`src/accum_arith_defines.vh`:
```
`ifndef ACCUM_ARITH_DEFINES_VH
`define ACCUM_ARITH_DEFINES_VH

// ****************************************
// Register byte offsets
// ****************************************
`define REG_CMD        8'h00
`define REG_ADDR       8'h04
`define REG_CONST      8'h08
`define REG_ACC        8'h0C
`define REG_FLAGS      8'h10
`define REG_MEM_INDEX  8'h14
`define REG_MEM_DATA   8'h18

// ****************************************
// Command fields and codes
// ****************************************
`define CMD_OP_MSB     3
`define CMD_SRC_MSB    5
`define CMD_SRC_LSB    4
`define OP_REAL_DIVIDE 4'h1
`define OP_BCD_ADD_ONE 4'h2
`define OP_BCD_SUB_ONE 4'h3
`define OP_ADD_16      4'h4
`define OP_ADD_32      4'h5
`define OP_MINUS_16    4'h6
`define OP_MINUS_32    4'h7
`define SRC_DIRECT     2'h0
`define SRC_POINTER    2'h1
`define SRC_CONST      2'h2

// ****************************************
// Flag bit positions and accumulator reset value
// ****************************************
`define FLG_ZERO       0
`define FLG_NEGATIVE   1
`define FLG_CARRY_16   2
`define FLG_CARRY_32   3
`define FLG_BORROW_16  4
`define FLG_BORROW_32  5
`define FLG_SIGN_ERR   6
`define FLG_BAD_PTR    7
`define FLG_BAD_FLOAT  8
`define FLG_UNDERFLOW  9
`define FLG_BAD_OPND   10
`define FLG_WIDTH      11
`define ACC_RESET      32'h0000_0000

// ****************************************
// Single-precision constants
// ****************************************
`define FLT_QNAN       32'h7FC0_0000
`define FLT_EXP_MAX    8'hFF
`define FLT_BIAS       10'h07F
`define FLT_LAST_STEP  5'h18

`endif

```
`src/real_divider.v`:
```
`timescale 1ns/1ps
`include "accum_arith_defines.vh"

module real_divider (
    // Clock and reset
    input  wire        hclk,
    input  wire        hresetn,
    // Request
    input  wire        start,
    input  wire [31:0] dividend,
    input  wire [31:0] divisor,
    // Answer
    output reg         done,
    output reg  [31:0] quotient,
    output reg         bad_float,
    output reg         underflow,
    output reg         bad_operand
);

    reg        busy;
    reg        finish;
    reg  [4:0] step;
    reg [24:0] rem;
    reg [23:0] div_m;
    reg [24:0] qbits;
    reg        sign;
    reg  [9:0] exp_s;

    wire [7:0]  exp_a   = dividend[30:23];
    wire [7:0]  exp_b   = divisor[30:23];
    wire        nonreal = (exp_a == `FLT_EXP_MAX) || (exp_b == `FLT_EXP_MAX);
    wire [24:0] diff    = rem - {1'b0, div_m};
    wire        fits    = (rem >= {1'b0, div_m});
    wire        norm    = qbits[24];
    wire [22:0] frac    = norm ? qbits[23:1] : qbits[22:0];
    wire  [9:0] exp_n   = norm ? exp_s : exp_s - 10'h001;

    // ****************************************
    // Restoring mantissa division
    // ****************************************
    // Truncates instead of rounding; denormals are taken as zero.
    always @(posedge hclk or negedge hresetn) begin
        if (!hresetn) begin
            busy        <= 1'b0;
            finish      <= 1'b0;
            step        <= 5'h00;
            rem         <= 25'h0000000;
            div_m       <= 24'h000000;
            qbits       <= 25'h0000000;
            sign        <= 1'b0;
            exp_s       <= 10'h000;
            done        <= 1'b0;
            quotient    <= 32'h0000_0000;
            bad_float   <= 1'b0;
            underflow   <= 1'b0;
            bad_operand <= 1'b0;
        end else begin
            done   <= 1'b0;
            finish <= 1'b0;
            if (start) begin
                sign        <= dividend[31] ^ divisor[31];
                bad_float   <= 1'b0;
                underflow   <= 1'b0;
                bad_operand <= 1'b0;
                if (nonreal) begin
                    done        <= 1'b1;
                    quotient    <= `FLT_QNAN;
                    bad_operand <= 1'b1;
                    bad_float   <= 1'b1;
                end else if (exp_b == 8'h00) begin
                    done      <= 1'b1;
                    quotient  <= {dividend[31] ^ divisor[31],
                                  `FLT_EXP_MAX, 23'h000000};
                    bad_float <= 1'b1;
                end else if (exp_a == 8'h00) begin
                    done     <= 1'b1;
                    quotient <= {dividend[31] ^ divisor[31], 31'h00000000};
                end else begin
                    busy  <= 1'b1;
                    step  <= 5'h00;
                    rem   <= {2'b01, dividend[22:0]};
                    div_m <= {1'b1, divisor[22:0]};
                    exp_s <= {2'b00, exp_a} - {2'b00, exp_b} + `FLT_BIAS;
                end
            end else if (busy) begin
                qbits <= {qbits[23:0], fits};
                rem   <= fits ? {diff[23:0], 1'b0} : {rem[23:0], 1'b0};
                step  <= step + 5'h01;
                if (step == `FLT_LAST_STEP) begin
                    busy   <= 1'b0;
                    finish <= 1'b1;
                end
            end else if (finish) begin
                done <= 1'b1;
                if (exp_n[9] || exp_n == 10'h000) begin
                    quotient  <= {sign, 31'h00000000};
                    underflow <= 1'b1;
                end else if (exp_n >= {2'b00, `FLT_EXP_MAX}) begin
                    quotient  <= {sign, `FLT_EXP_MAX, 23'h000000};
                    bad_float <= 1'b1;
                end else begin
                    quotient <= {sign, exp_n[7:0], frac};
                end
            end
        end
    end

endmodule // real_divider

```
`src/accumulator_arith_flags.v`:
```
`timescale 1ns/1ps
`include "accum_arith_defines.vh"

module accumulator_arith_flags #(
    parameter MEM_WORDS = 16,
    parameter ADDR_BITS = 4
) (
    // Clock and reset
    input  wire        hclk,
    input  wire        hresetn,
    // AHB-Lite slave
    input  wire        hsel,
    input  wire [31:0] haddr,
    input  wire [1:0]  htrans,
    input  wire        hwrite,
    input  wire [2:0]  hsize,
    input  wire [31:0] hwdata,
    input  wire        hready,
    output reg  [31:0] hrdata,
    output reg         hreadyout,
    output reg         hresp
);

    localparam ST_IDLE = 2'h0;
    localparam ST_EXEC = 2'h1;
    localparam ST_DIV  = 2'h2;
    localparam [15:0] LAST_WORD = MEM_WORDS - 1;

    // ****************************************
    // State
    // ****************************************
    reg  [1:0]            state;
    reg  [3:0]            opcode;
    reg  [1:0]            source;
    reg  [ADDR_BITS-1:0]  op_addr;
    reg  [31:0]           const_val;
    reg  [31:0]           acc;
    reg  [`FLG_WIDTH-1:0] flags;
    reg  [ADDR_BITS-1:0]  mem_index;
    reg  [15:0]           mem [0:MEM_WORDS-1];
    reg                   data_phase;
    reg  [7:0]            d_addr;
    reg                   d_write;
    reg                   div_start;
    reg  [31:0]           div_divisor;

    wire                  div_done;
    wire [31:0]           div_quotient;
    wire                  div_bad_float;
    wire                  div_underflow;
    wire                  div_bad_operand;

    integer i;

    // ****************************************
    // Operand fetch
    // ****************************************
    wire [15:0]          ptr_word = mem[op_addr];
    wire                 ptr_bad  = (source == `SRC_POINTER) &&
                                    (ptr_word > LAST_WORD);
    wire [ADDR_BITS-1:0] eff_addr = (source == `SRC_POINTER) ?
                                    ptr_word[ADDR_BITS-1:0] : op_addr;
    wire [15:0]          lo_word  = mem[eff_addr];
    wire [15:0]          hi_word  = mem[eff_addr + 1'b1];
    wire                 use_k    = (source == `SRC_CONST);
    wire [15:0]          opnd16   = use_k ? const_val[15:0] : lo_word;
    wire [31:0]          opnd32   = use_k ? const_val : {hi_word, lo_word};

    // ****************************************
    // Binary add and subtract
    // ****************************************
    wire [31:0] addend   = (opcode == `OP_ADD_16) ? {16'h0000, opnd16} :
                           opnd32;
    wire [31:0] aug      = (opcode == `OP_ADD_16) ? {16'h0000, acc[15:0]} :
                           acc;
    wire [32:0] sum      = {1'b0, aug} + {1'b0, addend};
    wire [16:0] sum_lo   = {1'b0, aug[15:0]} + {1'b0, addend[15:0]};
    wire        sum_ovf  = (aug[31] == addend[31]) &&
                           (sum[31] != aug[31]);
    wire [31:0] subtr    = (opcode == `OP_MINUS_16) ? {16'h0000, opnd16} :
                           opnd32;
    wire [31:0] dif      = acc - subtr;
    wire        brw_lo   = acc[15:0] < subtr[15:0];
    wire        brw_full = acc < subtr;

    // ****************************************
    // BCD add one and subtract one
    // ****************************************
    wire [3:0]  digit_bad;
    wire [4:0]  inc_carry;
    wire [4:0]  dec_borrow;
    wire [15:0] bcd_inc;
    wire [15:0] bcd_dec;

    assign inc_carry[0]  = 1'b1;
    assign dec_borrow[0] = 1'b1;

    genvar g;
    generate
        for (g = 0; g < 4; g = g + 1) begin : g_digit
            wire [3:0] d = eff_digit(lo_word, g);
            assign digit_bad[g] = (d > 4'h9);
            assign inc_carry[g+1] = inc_carry[g] && (d == 4'h9);
            assign dec_borrow[g+1] = dec_borrow[g] && (d == 4'h0);
            assign bcd_inc[4*g+3:4*g] = !inc_carry[g] ? d :
                                        (d == 4'h9) ? 4'h0 : d + 4'h1;
            assign bcd_dec[4*g+3:4*g] = !dec_borrow[g] ? d :
                                        (d == 4'h0) ? 4'h9 : d - 4'h1;
        end
    endgenerate

    function [3:0] eff_digit;
        input [15:0] w;
        input integer n;
        begin
            eff_digit = w[n*4 +: 4];
        end
    endfunction

    wire        bcd_bad    = |digit_bad;
    wire [15:0] bcd_result = (opcode == `OP_BCD_ADD_ONE) ? bcd_inc :
                             bcd_dec;

    // ****************************************
    // Bus decode
    // ****************************************
    wire addr_phase = hsel && htrans[1] && hready;
    wire bus_wr     = data_phase && d_write && (state == ST_IDLE);
    wire cmd_wr     = bus_wr && (d_addr == `REG_CMD);

    // ****************************************
    // Real divider
    // ****************************************
    real_divider u_real_divider (
        .hclk        (hclk),
        .hresetn     (hresetn),
        .start       (div_start),
        .dividend    (acc),
        .divisor     (div_divisor),
        .done        (div_done),
        .quotient    (div_quotient),
        .bad_float   (div_bad_float),
        .underflow   (div_underflow),
        .bad_operand (div_bad_operand)
    );

    // ****************************************
    // Instruction sequencing, accumulator, flags
    // ****************************************
    // Each instruction rewrites only the flags it owns; the rest hold.
    always @(posedge hclk or negedge hresetn) begin
        if (!hresetn) begin
            state       <= ST_IDLE;
            opcode      <= 4'h0;
            source      <= `SRC_DIRECT;
            op_addr     <= {ADDR_BITS{1'b0}};
            const_val   <= 32'h0000_0000;
            acc         <= `ACC_RESET;
            flags       <= {`FLG_WIDTH{1'b0}};
            mem_index   <= {ADDR_BITS{1'b0}};
            div_start   <= 1'b0;
            div_divisor <= 32'h0000_0000;
        end else begin
            div_start <= 1'b0;
            if (bus_wr) begin
                case (d_addr)
                    `REG_CMD: begin
                        opcode <= hwdata[`CMD_OP_MSB:0];
                        source <= hwdata[`CMD_SRC_MSB:`CMD_SRC_LSB];
                        state  <= ST_EXEC;
                    end
                    `REG_ADDR:      op_addr   <= hwdata[ADDR_BITS-1:0];
                    `REG_CONST:     const_val <= hwdata;
                    `REG_ACC:       acc       <= hwdata;
                    `REG_MEM_INDEX: mem_index <= hwdata[ADDR_BITS-1:0];
                    default: ;
                endcase
            end
            case (state)
                ST_EXEC: begin
                    state <= ST_IDLE;
                    case (opcode)
                        `OP_REAL_DIVIDE: begin
                            flags[`FLG_BAD_PTR] <= ptr_bad;
                            if (!ptr_bad) begin
                                div_divisor <= opnd32;
                                div_start   <= 1'b1;
                                state       <= ST_DIV;
                            end
                        end
                        `OP_BCD_ADD_ONE, `OP_BCD_SUB_ONE: begin
                            flags[`FLG_BAD_OPND] <= bcd_bad;
                            flags[`FLG_ZERO] <= !bcd_bad &&
                                (bcd_result == 16'h0000);
                        end
                        `OP_ADD_16, `OP_ADD_32: begin
                            acc <= sum[31:0];
                            flags[`FLG_ZERO] <= (sum[31:0] == 32'h0);
                            flags[`FLG_NEGATIVE] <= sum[31];
                            flags[`FLG_CARRY_16] <= (opcode == `OP_ADD_16)
                                ? sum[16] : sum_lo[16];
                            flags[`FLG_CARRY_32] <= sum[32];
                            flags[`FLG_SIGN_ERR] <= sum_ovf;
                        end
                        `OP_MINUS_16, `OP_MINUS_32: begin
                            acc <= dif;
                            flags[`FLG_ZERO] <= (dif == 32'h0);
                            flags[`FLG_NEGATIVE] <= dif[31];
                            flags[`FLG_BORROW_16] <= brw_lo;
                            flags[`FLG_BORROW_32] <= brw_full;
                        end
                        default: ;
                    endcase
                end
                ST_DIV: begin
                    if (div_done) begin
                        state <= ST_IDLE;
                        acc   <= div_quotient;
                        flags[`FLG_ZERO] <=
                            (div_quotient[30:0] == 31'h0);
                        flags[`FLG_NEGATIVE] <= div_quotient[31];
                        // Quotient sign is exact, so no sign error.
                        flags[`FLG_SIGN_ERR]  <= 1'b0;
                        flags[`FLG_BAD_FLOAT] <= div_bad_float;
                        flags[`FLG_UNDERFLOW] <= div_underflow;
                        flags[`FLG_BAD_OPND]  <= div_bad_operand;
                    end
                end
                default: ;
            endcase
        end
    end

    // ****************************************
    // Data memory
    // ****************************************
    // Non-BCD words are left untouched, only the flag reports them.
    always @(posedge hclk or negedge hresetn) begin
        if (!hresetn) begin
            for (i = 0; i < MEM_WORDS; i = i + 1) begin
                mem[i] <= 16'h0000;
            end
        end else if (state == ST_EXEC &&
                     (opcode == `OP_BCD_ADD_ONE ||
                      opcode == `OP_BCD_SUB_ONE) && !bcd_bad) begin
            mem[eff_addr] <= bcd_result;
        end else if (bus_wr && d_addr == `REG_MEM_DATA) begin
            mem[mem_index] <= hwdata[15:0];
        end
    end

    // ****************************************
    // AHB-Lite slave, one wait state per transfer
    // ****************************************
    always @(posedge hclk or negedge hresetn) begin
        if (!hresetn) begin
            data_phase <= 1'b0;
            d_addr     <= 8'h00;
            d_write    <= 1'b0;
            hrdata     <= 32'h0000_0000;
            hreadyout  <= 1'b1;
            hresp      <= 1'b0;
        end else begin
            hresp <= 1'b0;
            if (data_phase) begin
                data_phase <= 1'b0;
                hreadyout  <= 1'b1;
                if (!d_write) begin
                    case (d_addr)
                        `REG_CMD:
                            hrdata <= {31'h0, state != ST_IDLE};
                        `REG_ADDR:
                            hrdata <= {{(32-ADDR_BITS){1'b0}}, op_addr};
                        `REG_CONST:     hrdata <= const_val;
                        `REG_ACC:       hrdata <= acc;
                        `REG_FLAGS:
                            hrdata <= {{(32-`FLG_WIDTH){1'b0}}, flags};
                        `REG_MEM_INDEX:
                            hrdata <= {{(32-ADDR_BITS){1'b0}}, mem_index};
                        `REG_MEM_DATA:
                            hrdata <= {16'h0000, mem[mem_index]};
                        default:        hrdata <= 32'h0000_0000;
                    endcase
                end
            end else if (addr_phase) begin
                data_phase <= 1'b1;
                d_addr     <= haddr[7:0];
                d_write    <= hwrite;
                hreadyout  <= 1'b0;
            end
        end
    end

endmodule // accumulator_arith_flags

```
`config.mk`:
```
export PLATFORM = sky130hd
export DESIGN_NAME = accumulator_arith_flags
export DESIGN_NICKNAME = d
export VERILOG_FILES = /design/src/real_divider.v /design/src/accumulator_arith_flags.v
export VERILOG_INCLUDE_DIRS = /design/src
export SDC_FILE = /design/constraint.sdc
export NUM_CORES = 2
export LEC_CHECK = 0
export BUFFER_PORTS_ARGS = -buffer_cell sky130_fd_sc_hd__clkbuf_2
export CORE_MARGIN = 2
export CORE_UTILIZATION = 61
export CTS_BUF_LIST = sky130_fd_sc_hd__clkbuf_4 sky130_fd_sc_hd__clkbuf_8 sky130_fd_sc_hd__clkbuf_16
export DETAILED_ROUTE_END_ITERATION = 10
export PLACE_DENSITY = 0.89
export SETUP_SLACK_MARGIN = 0.02
export SLEW_MARGIN = 20
export SYNTH_ARGS = -nofsm -noshare
export SYNTH_HDL_FRONTEND = slang
export SYNTH_SLANG_ARGS = --single-unit
```
`constraint.sdc`:
```
create_clock -name hclk -period 10.5 [get_ports hclk]
set_input_delay 1.575 -clock hclk [delete_from_list [all_inputs] [get_ports hclk]]
set_output_delay 1.575 -clock hclk [all_outputs]
set_load 0.1 [all_outputs]
```
== Word level (Yosys, flattened, before mapping) ==
Index checks and enable logic that the tools add are counted.

* Register bits: 551
* Input bits: 74
* Output and inout port bits: 34

* Add/sub/neg operators: 17
* $lt $le $gt $ge: 15
* Eq/ne operators: 37
* Muxes and demuxes: 119
* Bitwise operators: 12
* Reduce and logical (&&, ||, !) cells: 67

{| class="wikitable"
|+ Operator list
! kind !! number
|-
| 256-bit bitwise mux || 2
|-
| 256-bit two-way mux || 2
|-
| 32-bit two-way mux || 13
|-
| 16-bit binary-select mux with 4-bit select || 4
|-
| 32-bit one-hot mux with 7 select lines || 1
|-
| 16-bit two-way mux || 12
|-
| 25-bit two-way mux || 6
|-
| 16-bit demux with 4-bit select || 2
|-
| 32-bit one-hot mux with 2 select lines || 2
|-
| 32-bit logical NOT || 2
|-
| 31-bit two-way mux || 2
|-
| 4-bit two-way mux || 15
|-
| 1-bit two-way mux || 38
|-
| 32-bit by 32-bit adder with 33-bit output || 1
|-
| 32-bit less-than comparator || 1
|-
| 32-bit subtractor || 1
|-
| 31-bit logical NOT || 1
|-
| 25-bit by 24-bit >= comparator with 1-bit output || 1
|-
| 5-bit two-way mux || 5
|-
| 8-bit by 5-bit == test with 1-bit output, second input constant || 3
|-
| 8-bit logical NOT || 3
|-
| 3-bit AND reduction || 8
|-
| 24-bit subtractor || 1
|-
| 23-bit two-way mux || 1
|-
| other kinds (50) || 140
|}

== Logic depth before layout (Yosys ltp) ==
* Depth after elaboration: 18
* Gate-level depth with buffers: 35
* Depth with buffers taken out: 27

== Cells and area by module ==
Synthesis repeated with hierarchy kept, for this count alone.

* Cell total of the unflattened synthesis: 4,504
* Area, all modules: 40,005.9 sq um

{| class="wikitable"
|+ Modules (own cells, without submodules)
! module !! times used !! cells an instance !! area an instance (sq um) !! sequential area each (sq um)
|-
| accumulator_arith_flags || 1 || 3,626 || 32,296.0 || 10,586.4
|-
| real_divider || 1 || 878 || 7,709.9 || 3,203.1
|}

== Worst setup path after synthesis ==
OpenSTA, ideal clock, no wires.

* Path kind: flip-flop to flip-flop
* Start: reg op_addr[1]
* End: reg flags[0]
* Arrival: 7,350 ps
* Required time: 10,379 ps
* Setup slack: 3,029 ps
* Cell stages (with the launch flop): 31
* Period minus slack after synthesis: 7,471 ps
* Cell sequence: dfrtp_1 > buf_6 > mux4_2 > nand3b_1 > o211a_1 > and2_1 > buf_2 > clkbuf_1 > buf_2 > buf_2 > buf_2 > ha_1 > clkbuf_1 > clkbuf_1 > clkbuf_1 > mux4_2 > nand2_1 > a311oi_1 > a21oi_1 > or2_2 > ha_1 > o41ai_1 > o21ai_0 > a221oi_1 > o211ai_1 > a21oi_1 > xnor2_1 > nor4b_1 > a311o_1 > a41oi_1 > nor2_1

* Longest elaborated chain between the ends: 18

{| class="wikitable"
|+ Ends and longest elaborated chain
! what !! line !! RTL
|-
| start, declared || accumulator_arith_flags.v:35 || <nowiki>reg [ADDR_BITS-1:0] op_addr;</nowiki>
|-
| start signal, assigned || accumulator_arith_flags.v:156 || <nowiki>op_addr <= {ADDR_BITS{1'b0}};</nowiki>
|-
| start signal, assigned || accumulator_arith_flags.v:172 || <nowiki>`REG_ADDR: op_addr <= hwdata[ADDR_BITS-1:0];</nowiki>
|-
| 4-bit NOT with 5-bit output (implied by the code) || accumulator_arith_flags.v:58 || <nowiki>wire [15:0] ptr_word = mem[op_addr];</nowiki>
|-
| 16-bit binary-select mux with 4-bit select || accumulator_arith_flags.v:58 ||
|-
| 16-bit two-way mux (implied by the code) (2 in series) || accumulator_arith_flags.v:58 ||
|-
| 4-bit two-way mux (*) || accumulator_arith_flags.v:61 || <nowiki>wire [ADDR_BITS-1:0] eff_addr = (source == `SRC_POINTER) ?</nowiki>
|-
| branches (longest 11 deep; another with 32-bit subtractor) || -- ||
|-
| 1-bit one-hot mux with 3 select lines (*) || accumulator_arith_flags.v:182 || <nowiki>case (opcode)</nowiki>
|-
| 2-bit one-hot mux with 2 select lines (*) || accumulator_arith_flags.v:179 || <nowiki>case (state)</nowiki>
|-
| end signal, assigned by index || accumulator_arith_flags.v:184 || <nowiki>flags[`FLG_BAD_PTR] <= ptr_bad;</nowiki>
|-
| end signal, assigned by index || accumulator_arith_flags.v:193 || <nowiki>flags[`FLG_ZERO] <= !bcd_bad &&</nowiki>
|-
| end signal, assigned by index || accumulator_arith_flags.v:198 || <nowiki>flags[`FLG_ZERO] <= (sum[31:0] == 32'h0);</nowiki>
|-
| end, declared || accumulator_arith_flags.v:38 || <nowiki>reg [`FLG_WIDTH-1:0] flags;</nowiki>
|}

Mark *: on every way between the ends. The select of a mux whose other input is x is not followed.
A chain may end at the register's enable or synchronous reset.

== Worst setup path after layout ==
Ends and elaborated chain as after synthesis.

==> impl_results.md <==
* Status: complete, no violations
* # Max-Cap Violations at 0
* Tmin final at between 9000 and 10000 ps
* HP Start: div_divisor[12]$_DFFE_PN0P_
* Part of the cycle the worst path needs at 90.71%
* Drt wl/cell at a little over 30 um
* Post-cts hold buffer count at 0
* Post-synthesis cell type count at roughly 110
* CTS Buffer Depth at 3
* Vias at approximately 38000
* Max Freq at approximately 100 MHz
* Height of the die at between 200 and 300 um
* # port buffers at 78
* P_leak at 0.01741 uW
* CTS tree: yes
* Crit Path Max Fanout at 22
* Initial antenna violation count at 16
* Hold Path Class: reg -> reg
* Gr usage total at 47.56%
* Worst-case reg-to-reg path depth at 25
* Worst skew pair latency at 670 ps
* First-pass GRT wire length at 236000 um
* Hpwl dp at 115300 um
* R2R setup slack at 980 ps
* Count of state elements after synthesis at between 500 and 600
* Die area at 66600 um2
* Worst path arrival time at ~10000 ps
* Setup TNS at 0 ps
* Power density cells at 173.7 nW/um2
* Drt via density at 7.435
* CTS root buf: clkbuf_16
* Worst Hold End: u_real_divider.div_m[12]$_DFFE_PN0P_
* Unrepaired setup endpoints after global routing: no
* Hold depth at 2
* Seq/Total Area, Yosys at 35.02%
* Num CTS Buffers at 60
* Commonest non-fill, non-tap cells in the layout: nand2_1 (670), dfrtp_1 (545), a21oi_1 (315)
* DRT iter0 DRCs at 6439
* Final Hold Viols at 0
* Tightest Pin Transition at 1284 ps
* I/O pin count at 108
* DRC viols at 0
* Cts repair resizes at 0
* Vias in the first global route at around 37000
* Switching Fraction at 38.98%
* # rows at 93
* Gpl congestion at between 1 and 1.5
* Setup crit start kind: flop
* Final setup violation count at 0
* Layout area overhead at 8.487%
* Reg2reg end: flags[0]$_DFFE_PN0P_
* CTS Sinks at 551
* Starting Density at approximately 61%
* Post-CTS repair timing setup buffer count at 0
* CP endpoint kind: flop
* Max_slew headroom at 13.82%
* Clock power frac at 30.4%
* Setup Skew at 22.27 ps
* Synth warn at 0
* WS Path Type: reg -> reg
* Routed wire length at 160200 um
* Net count after synthesis at 4529
* Final core occ at 66.63%
* Ys async rst share at 100.0%
* Nets at 4462
* H-tree depth at 2
* Share of layout cells above drive strength 1 at between 10% and 20%
* Commonest non-fill, non-tap cell in the layout: nand2_1
* Critical Path RT at 11100 ps
* First-pass DRT Iterations at 7
* Synth Cell Area at 39380 um2
* Main synth FF type: dfrtp_1
* Gr ovfl total at 0
* Syn Inst Count at 4330
* Largest net degree at the start of global routing at 115
* Syn Area/Cell at 9.094 um2
* Post-route ant nets at 0
* Slew Viols, Final at 0
* Gate power share at 36.7%
* Maximum vdd drop at between 0.0001 and 0.00015 V
* Core ar. at approximately 64000 um2
* Seq pwr share at ~33%
* Reg2reg start: op_addr[1]$_DFFE_PN0P_
* DIE WIDTH at between 200 and 300 um
* Clk pin slew, worst setup/hold paths at 60 ps
* Pint at ~4500 uW
* Switching power at 2892 uW
* Number of enable flip-flop cells after synthesis at 0
registers in the layout, summed over array words and instances, names as in the netlist, 11 cells and up:
name,cells
mem,256
acc,32
const_val,32
div_divisor,32
hrdata,32
u_real_divider.quotient,32
u_real_divider.qbits,25
u_real_divider.rem,25
u_real_divider.div_m,24
flags,11
per-stage QoR:
stage	instance area [um2]	setup slack (ps)	hold WS [ps]	power, uW	instances
detailed placement	40570	1535	459.2	5055	5054
CTS	42640	1476	478.5	7290	5163
global route	42700	769.5	498.0	7670	5165
finish	42720	975.2	472.2	7419	5173
floorplan	39380	3029	439.6	4232	4330
global placement	40560	1576	454.8	5025	5054
power by group through the flow:
stage / sequential [uW] / clock, uW / combinational (uW)
final: 2440 / 2260 / 2720
after global routing: 2440 / 2330 / 2890
after CTS: 2430 / 2250 / 2610
after detailed placement: 2460 / 0 / 2590
after global placement: 2460 / 0 / 2560
after floorplan: 2380 / 0 / 1850
synthesized netlist by cell type, types with 48 or more instances:
cell,number,share of area (%)
nand2_1,670,6.4
dfrtp_1,550,35
a21oi_1,315,4.0
o21ai_0,314,4.0
nor2_1,288,2.7
clkbuf_1,212,2.0
mux4_2,192,11
a22oi_1,143,2.7
inv_1,138,1.3
mux2i_1,123,3.1
ha_1,121,3.8
mux2_2,80,2.3
xnor2_1,66,1.5
nor4_1,63,1.0
nand3_1,57,0.72
nor3_1,55,0.70
buf_2,54,0.69
o21ai_1,48,0.61
how the worst max path moves through the flow:
stage | startpoint | end | depth (start not counted)
after floorplan | op_addr[1]$_DFFE_PN0P_ | flags[0]$_DFFE_PN0P_ | 30
after global placement | op_addr[1]$_DFFE_PN0P_ | flags[0]$_DFFE_PN0P_ | 27
after detailed placement | op_addr[1]$_DFFE_PN0P_ | flags[0]$_DFFE_PN0P_ | 27
after CTS | op_addr[1]$_DFFE_PN0P_ | flags[0]$_DFFE_PN0P_ | 27
after global routing | op_addr[1]$_DFFE_PN0P_ | flags[0]$_DFFE_PN0P_ | 28
final | op_addr[1]$_DFFE_PN0P_ | flags[0]$_DFFE_PN0P_ | 25
layer usage:
layer | share of wire [%] | GRT usage (%)
met5 | 0.093 | 0.7123
met3 | 14 | 16.15
met1 | 33 | 56.69
met2 | 43 | 71.12
met4 | 9.9 | 36.42
cell type report:
cell class	count	area, um2
fill	5134	21400
multi-input combinational	3321	23960
clock inverter	28	325.3
sequential	551	13800
antenna	8	20.02
timing repair buffer	189	1276
inverter	140	525.5
clock buffer	81	1745
tap	855	1070
cell families after synthesis:
| logic type | count (synthesis) | share of synthesized area [%] |
|---|---|---|
| mux | 398 | 16.48 |
| fa+ha+maj | 125 | 4.048 |
| simple gates | 1431 | 16.86 |
| other cells | 1 | 0.009523 |
| xor+xnor | 101 | 2.246 |
| flops | 551 | 35.02 |
| buf+inv | 458 | 4.766 |
| compound gates | 1265 | 20.57 |
critical path, stage by stage (launching register included):
cell	delay [ps]
dfrtp_1	960
buf_4	350
mux2i_1	100
a31oi_1	200
nand4_1	120
and2_4	280
inv_2	690
ha_1	300
inv_1	190
xnor2_2	730
buf_4	380
a211oi_1	170
a311oi_1	1010
a21oi_1	370
or2_2	400
ha_1	420
nand3_1	100
o21ai_0	680
a21oi_1	180
xor2_1	230
nor4bb_1	430
nand4b_1	230
nor4b_1	410
a311o_1	300
a41oi_1	60
nor2_1	110
(Power assumes the default switching activity.)
